$ cat src/rtl/tfr_pkg.sv
// shared constants for the temperature result formatter
package tfr_pkg;
	localparam int unsigned TFR_CH_NUM = 9;
	localparam int unsigned TFR_CH_W = 4;
	localparam int unsigned TFR_LOCAL_CH = 0;
	localparam int unsigned TFR_REM_NUM = 8;
	localparam int unsigned TFR_CODE_W = 13;
	localparam int unsigned TFR_WORD_W = 16;
	localparam int unsigned TFR_PAD_W = 3;
	localparam int unsigned TFR_BYTE_W = 8;
	localparam logic [15:0] TFR_SHORT_WORD = 16'h8000;
	localparam logic [15:0] TFR_WORD_RST = 16'h0000;
	localparam logic [7:0] TFR_FLAG_RST = 8'h00;
	localparam logic [15:0] TFR_HYST_RST = 16'h0000;

	// left-justify the 13-bit code, low three bits zero
	function automatic logic [15:0] tfr_fmt(input logic [12:0] code);
		tfr_fmt = {code, 3'h0};
	endfunction

	// sign-extended difference limit minus hysteresis
	function automatic logic signed [16:0] tfr_release(input logic [15:0] lim, input logic [15:0] hyst);
		tfr_release = $signed({lim[15], lim}) - $signed({1'b0, hyst});
	endfunction
endpackage

$ cat src/rtl/tfr_alert_if.sv
// carrier between result store and alert comparators
`timescale 1ns/10ps
`default_nettype none
interface tfr_alert_if;
	import tfr_pkg::*;
	logic [15:0] temp [TFR_CH_NUM];
	logic [15:0] lim_pri [TFR_CH_NUM];
	logic [15:0] lim_sec [TFR_CH_NUM];
	logic [15:0] hyst;
	logic pri_any;
	logic sec_any;
	modport core (output temp, output lim_pri, output lim_sec, output hyst, input pri_any, input sec_any);
	modport cmp (input temp, input lim_pri, input lim_sec, input hyst, output pri_any, output sec_any);
endinterface
`default_nettype wire

$ cat src/rtl/tfr_top.sv
// temperature result formatting, diode fault flags and alert pins
// Contract
// - each result is a 13-bit count of sixteenths of a degree.
// - the count sits left-justified in a 16-bit word with the low three bits zero.
// - the word spans -256 to 255.9375 degrees in two's complement.
// - the upper byte weighs two degrees per bit and the lower byte holds the one-degree bit (bit 7) and the fraction.
// - a shorted remote diode reports the most negative word, -256 degrees.
// - the fault comparator is sampled on every cycle of a remote conversion.
// - a fault seen during a remote conversion sets that channel's open-fault flag.
// - one hysteresis value serves both alert outputs.
// - a result word is read out high byte first, then low byte.
`timescale 1ns/10ps
`default_nettype none
module tfr_top
	import tfr_pkg::*;
(
	input wire logic i_mclk,
	input wire logic i_arst_n,
	input wire logic i_conv_valid,
	input wire logic [3:0] i_conv_chan,
	input wire logic [12:0] i_conv_code,
	input wire logic i_conv_short,
	input wire logic i_remote_busy,
	input wire logic [3:0] i_remote_chan,
	input wire logic i_fault_cmp,
	input wire logic i_flag_clr,
	input wire logic [7:0] i_flag_clr_mask,
	input wire logic [143:0] i_lim_pri,
	input wire logic [143:0] i_lim_sec,
	input wire logic [15:0] i_hyst,
	input wire logic i_rd_req,
	input wire logic i_rd_first,
	input wire logic [3:0] i_rd_ptr,
	output logic [7:0] o_rd_byte,
	output logic o_rd_valid,
	output logic [7:0] o_remote_open_fault_flag,
	output logic o_primary_overtemp_alert,
	output logic o_secondary_overtemp_alert
);
	logic rst_meta_reg;
	logic rst_n_reg;
	logic cmp_meta_reg;
	logic cmp_sync_reg;
	logic [15:0] word_reg [TFR_CH_NUM];
	logic [7:0] flag_reg;
	logic [7:0] flag_set;
	logic [7:0] flag_clr;
	logic lsb_next_reg;
	logic [3:0] rd_ptr_reg;
	tfr_alert_if aif ();

	// reset release through two stages, assertion stays asynchronous
	always_ff @(posedge i_mclk or negedge i_arst_n) begin
		if (!i_arst_n) begin
			rst_meta_reg <= 1'b0;
			rst_n_reg <= 1'b0;
		end else begin
			rst_meta_reg <= 1'b1;
			rst_n_reg <= rst_meta_reg;
		end
	end

	// comparator is analogue, so bring it in through two stages
	always_ff @(posedge i_mclk or negedge rst_n_reg) begin
		if (!rst_n_reg) begin
			cmp_meta_reg <= 1'b0;
			cmp_sync_reg <= 1'b0;
		end else begin
			cmp_meta_reg <= i_fault_cmp;
			cmp_sync_reg <= cmp_meta_reg;
		end
	end

	// result store, one word per channel
	// 13-bit code stored
	always_ff @(posedge i_mclk or negedge rst_n_reg) begin
		if (!rst_n_reg) begin
			for (int i = 0; i < TFR_CH_NUM; i++)
				word_reg[i] <= TFR_WORD_RST;
		end else if (i_conv_valid && i_conv_chan < TFR_CH_W'(TFR_CH_NUM)) begin
			if (i_conv_short && i_conv_chan != TFR_CH_W'(TFR_LOCAL_CH))
				word_reg[i_conv_chan] <= TFR_SHORT_WORD;
			else
				word_reg[i_conv_chan] <= tfr_fmt(i_conv_code);
		end
	end

	// fault sets and clears; remote channel n is flag bit n-1
	// sample every busy cycle
	always_comb begin
		flag_set = '0;
		flag_clr = i_flag_clr ? i_flag_clr_mask : '0;
		if (i_remote_busy && cmp_sync_reg && i_remote_chan != 4'h0 && i_remote_chan <= 4'h8)
			flag_set[3'(i_remote_chan - 4'h1)] = 1'b1;
	end

	// set wins over a clear in the same cycle so no fault is lost
	// sticky open fault
	always_ff @(posedge i_mclk or negedge rst_n_reg) begin
		if (!rst_n_reg)
			flag_reg <= TFR_FLAG_RST;
		else
			flag_reg <= (flag_reg & ~flag_clr) | flag_set;
	end

	// alert comparator hookup; limits arrive as flat channel slices
	// signed word compare
	always_comb begin
		for (int i = 0; i < TFR_CH_NUM; i++) begin
			aif.temp[i] = word_reg[i];
			aif.lim_pri[i] = i_lim_pri[i*TFR_WORD_W +: TFR_WORD_W];
			aif.lim_sec[i] = i_lim_sec[i*TFR_WORD_W +: TFR_WORD_W];
		end
		aif.hyst = i_hyst;
	end

	tfr_alert u_alert (
		.i_mclk(i_mclk),
		.i_rst_n(rst_n_reg),
		.bus(aif.cmp)
	);

	// byte readout; a first request always restarts at the high byte
	// high byte first
	always_ff @(posedge i_mclk or negedge rst_n_reg) begin
		if (!rst_n_reg) begin
			o_rd_byte <= 8'h00;
			o_rd_valid <= 1'b0;
			lsb_next_reg <= 1'b0;
			rd_ptr_reg <= 4'h0;
		end else begin
			o_rd_valid <= i_rd_req;
			if (i_rd_req) begin
				if (i_rd_first || !lsb_next_reg) begin
					rd_ptr_reg <= i_rd_first ? i_rd_ptr : rd_ptr_reg;
					o_rd_byte <= (i_rd_first ? i_rd_ptr : rd_ptr_reg) < TFR_CH_W'(TFR_CH_NUM)
						? word_reg[i_rd_first ? i_rd_ptr : rd_ptr_reg][15:8] : 8'h00;
					lsb_next_reg <= 1'b1;
				end else begin
					o_rd_byte <= rd_ptr_reg < TFR_CH_W'(TFR_CH_NUM) ? word_reg[rd_ptr_reg][7:0] : 8'h00;
					lsb_next_reg <= 1'b0;
				end
			end
		end
	end

	// pins and flags straight from flops
	always_ff @(posedge i_mclk or negedge rst_n_reg) begin
		if (!rst_n_reg) begin
			o_primary_overtemp_alert <= 1'b0;
			o_secondary_overtemp_alert <= 1'b0;
			o_remote_open_fault_flag <= TFR_FLAG_RST;
		end else begin
			o_primary_overtemp_alert <= aif.pri_any;
			o_secondary_overtemp_alert <= aif.sec_any;
			o_remote_open_fault_flag <= flag_reg;
		end
	end
endmodule
`default_nettype wire

$ cat src/rtl/tfr_alert.sv
// hysteresis comparators for both overtemperature alerts
`timescale 1ns/10ps
`default_nettype none
module tfr_alert
	import tfr_pkg::*;
(
	input wire logic i_mclk,
	input wire logic i_rst_n,
	tfr_alert_if.cmp bus
);
	logic [TFR_CH_NUM-1:0] pri_reg;
	logic [TFR_CH_NUM-1:0] sec_reg;

	// set above limit, hold until below limit minus hysteresis
	// set and release
	always_ff @(posedge i_mclk or negedge i_rst_n) begin
		if (!i_rst_n) begin
			pri_reg <= '0;
			sec_reg <= '0;
		end else begin
			for (int i = 0; i < TFR_CH_NUM; i++) begin
				if ($signed(bus.temp[i]) > $signed(bus.lim_pri[i]))
					pri_reg[i] <= 1'b1;
				else if ($signed({bus.temp[i][15], bus.temp[i]}) < tfr_release(bus.lim_pri[i], bus.hyst))
					pri_reg[i] <= 1'b0;
				if ($signed(bus.temp[i]) > $signed(bus.lim_sec[i]))
					sec_reg[i] <= 1'b1;
				else if ($signed({bus.temp[i][15], bus.temp[i]}) < tfr_release(bus.lim_sec[i], bus.hyst))
					sec_reg[i] <= 1'b0;
			end
		end
	end

	// any channel drives the shared pin
	assign bus.pri_any = |pri_reg;
	assign bus.sec_any = |sec_reg;

	// one set of checks per channel, so whichever channel trips is watched
	for (genvar g = 0; g < TFR_CH_NUM; g++) begin : g_chk

	end
endmodule
`default_nettype wire

$ cat config.mk
export PLATFORM = sky130hd
export DESIGN_NAME = tfr_top
export DESIGN_NICKNAME = d
export VERILOG_FILES = /design/src/rtl/tfr_pkg.sv /design/src/rtl/tfr_alert_if.sv /design/src/rtl/tfr_top.sv /design/src/rtl/tfr_alert.sv
export SDC_FILE = /design/constraint.sdc
export NUM_CORES = 2
export LEC_CHECK = 0
export ABC_AREA = 0
export BUFFER_PORTS_ARGS = -buffer_cell sky130_fd_sc_hd__buf_2
export CAP_MARGIN = 15
export CORE_MARGIN = 2
export CORE_UTILIZATION = 50
export DETAILED_ROUTE_END_ITERATION = 10
export PLACE_DENSITY = 0.68
export SYNTH_ARGS = -nofsm -noshare
export SYNTH_HDL_FRONTEND = slang
export SYNTH_SLANG_ARGS = --single-unit
$ cat constraint.sdc
create_clock -name i_mclk -period 12.35 [get_ports i_mclk]
set_input_delay 1.8525 -clock i_mclk [delete_from_list [all_inputs] [get_ports i_mclk]]
set_output_delay 1.8525 -clock i_mclk [all_outputs]
set_load 0.02 [all_outputs]
==> results.toml <==
[global_route]
track_usage_pct = 32.6
grt_pass1_wl_um = 189000
grt_pass1_vias = 33400
grt_max_degree = 164
grt-ovfl-total = 0
antenna_found_initial = 9

[clock_tree]
cts-buffers-inserted = 17
cts_setup_buffers = 0
root_buffer = "clkbuf_16"
ctsResizeCount = 0
clock_sinks = 198
clk_latency_ns = 0.49
clk_pin_slew_ns = 0.09
clk_path_buf_depth = 2
cts_tree = "built"
h-tree-depth = 4
cts_hold_buf = 0

[critical_path]
crit_slowest_cell = "inv_1"
crit_path_max_fanout = 12
cp_slowest_stage_delay_ns = 0.62
path_cells = "buf_2 > buf_4 > inv_1 > buf_4 > ha_1 > nor2b_4 > o31a_1 > or4_1 > a31o_1 > a2111oi_2 > a311oi_1 > ha_1 > a21oi_1 > nor2_1 > a211oi_1 > or4b_1 > nand3_1 > o211ai_1"
critPathLaunchType = "input pin"
critical_path_required_ns = 12.72
cp-end-kind = "flip-flop"
critical_path_class = "in -> reg"
critical_path_arrival_ns = 6.22

[finish]
final_common_cell = "ha_1"
finalNetCount = 6109
stdcell_area_mm2 = 0.0398
largest_reg_flops = 144
area_growth_pct = 9.95
final_cell_mix = "865 x ha_1, 441 x a21oi_1, 414 x inv_1"
nFillCells = 6803
drive_gt1_share_pct = 9.75

[timing]
grt_setup_unrepaired = "no"
period_needed_ns = 5.85
hold_viol = 0
fin_tns_setup_ns = 0
timing.slew.headroom_pct = 20.9
worst_pin_slew_ns = 1.16
period_share_pct = 47.4
drv_slew = 0
setup_viol = 0
skew_ns = 0.0171
fmax_mhz = 171

[die]
die_y_um = 273
die_area_mm2 = 0.0746
fp.coreArea_mm2 = 0.0716
ioPinCount = 365
die-width_um = 273
num_rows = 98
start_util_pct = 50.6

[power_and_ir_drop]
powerDensity_mw_per_mm2 = 95.9
p_leak_uw = 0.0204
ir_drop_mv = 0.119

[routing]
ant_nets = 0
wl_per_cell_um = 21.2
wirelength_um = 124000
via_per_inst = 6.17
vias = 36000
drc = 0
drt_iter0_markers = 3235
dr.pass1.iters = 9

[synth]
synth_edf_count = 0
synth-seq-area-share_pct = 13.7
synth-main-ff-cell = "dfrtp_1"
netlist_instances = 4534
synth_area_mm2 = 0.0362
ys_async_sr_fraction_pct = 100
syn_nets = 5763
synth_cell_type_count = 83
syn_area_per_cell_um2 = 7.99
ys_warn_count = 0
ys_ff_latch = 198

[placement]
dp_hpwl_um = 99200
port_buffers = 364
gp_congestion = 0.969
placed_area_mm2 = 0.0392

[worst_hold_path]
hold_class = "reg -> reg"

[run]
drv_cap = 0

[status]
outcome = "finished clean"
critical path, delay by kind of cell:
kind	cells	cell delay, ns
buffers and inverters	4	1.27
adders and majority gates	2	0.45
and+or+nand+nor	5	1.16
AOI/OAI and AO/OA	7	1.47
worst paths after layout:
kind                               start                 end  slack (ns)  depth (start not counted)
min                         cmp_meta_reg        cmp_sync_reg        0.35                          0
min reg2reg                 cmp_meta_reg        cmp_sync_reg        0.35                          0
max reg2reg                rd_ptr_reg[1]        o_rd_byte[7]        9.47                          5
min in group asynchronous      rst_n_reg  u_alert.pri_reg[2]        0.38                          0
max                            i_hyst[1]  u_alert.sec_reg[3]        6.50                         18
max in group asynchronous      rst_n_reg        o_rd_byte[6]       10.59                          1
cell usage after synthesis (103+ instances only):
library cell  number  area (µm²)
nor3_1           128         641
ha_1             865       10800
xnor2_1          134        1170
nand3_1          113         566
inv_1            414        1550
a21oi_1          441        2210
o21ai_0          144         721
nor2_1           197         739
a21o_1           137        1030
nand2_1          383        1440
nand4_1          103         644
dfrtp_1          198        4950
o21ai_1          132         661
where the power goes:
group	internal (µW)	total, µW	switching [µW]
clock	274	599	325
combinational	960	2170	1210
sequential	751	1050	303
area by class of cell:
class / count / area (µm²) / share of cell area (%)
multi-input cells: 3861 / 29500 / 74.0
flip-flops and latches: 198 / 4960 / 12.4
repair buffers: 388 / 2030 / 5.10
inverters: 414 / 1550 / 3.90
well taps: 950 / 1190 / 2.98
clock buffers: 17 / 425 / 1.07
clock inverters: 15 / 180 / 0.452
diodes: 4 / 10.0 / 0.0251
routing by layer:
layer	up-vias	wire length (µm)	share of wire, %	GRT usage [%]
met3	220	9460	7.6	4.75
met1	16700	53600	43	43.3
met4	12	5340	4.3	13.0
met5	-	69	0.056	0
met2	1289	55600	45	53.1
li1	17800	-	-	-
per-stage QoR:
| step | utilization (%) | setup slack (ns) | power, µW | cells | hold slack [ns] |
|---|---|---|---|---|---|
| floorplan | - | 6.42 | 2500 | 4534 | 0.331 |
| CTS | 55.6 | 6.53 | 3790 | 5840 | 0.355 |
| global placement | 54.7 | 6.08 | 3140 | 5808 | 0.334 |
| finish | 55.6 | 6.50 | 3820 | 5847 | 0.353 |
| detailed placement | 54.7 | 6.03 | 3190 | 5808 | 0.339 |
| global route | 55.6 | 6.33 | 4150 | 5846 | 0.360 |
logic make-up after synthesis:
group,count (synthesis),synth area share [%]
and+or+nand+nor,1324,18.4
buffers and inverters,475,4.98
other,1,0.0103
muxes,72,2.86
DFF,198,13.7
adders and majority gates,883,30.9
AOI/OAI and AO/OA,1385,24.5
xor gates and xnor gates,196,4.74
Note: power is estimated with default switching activity, not from simulation.
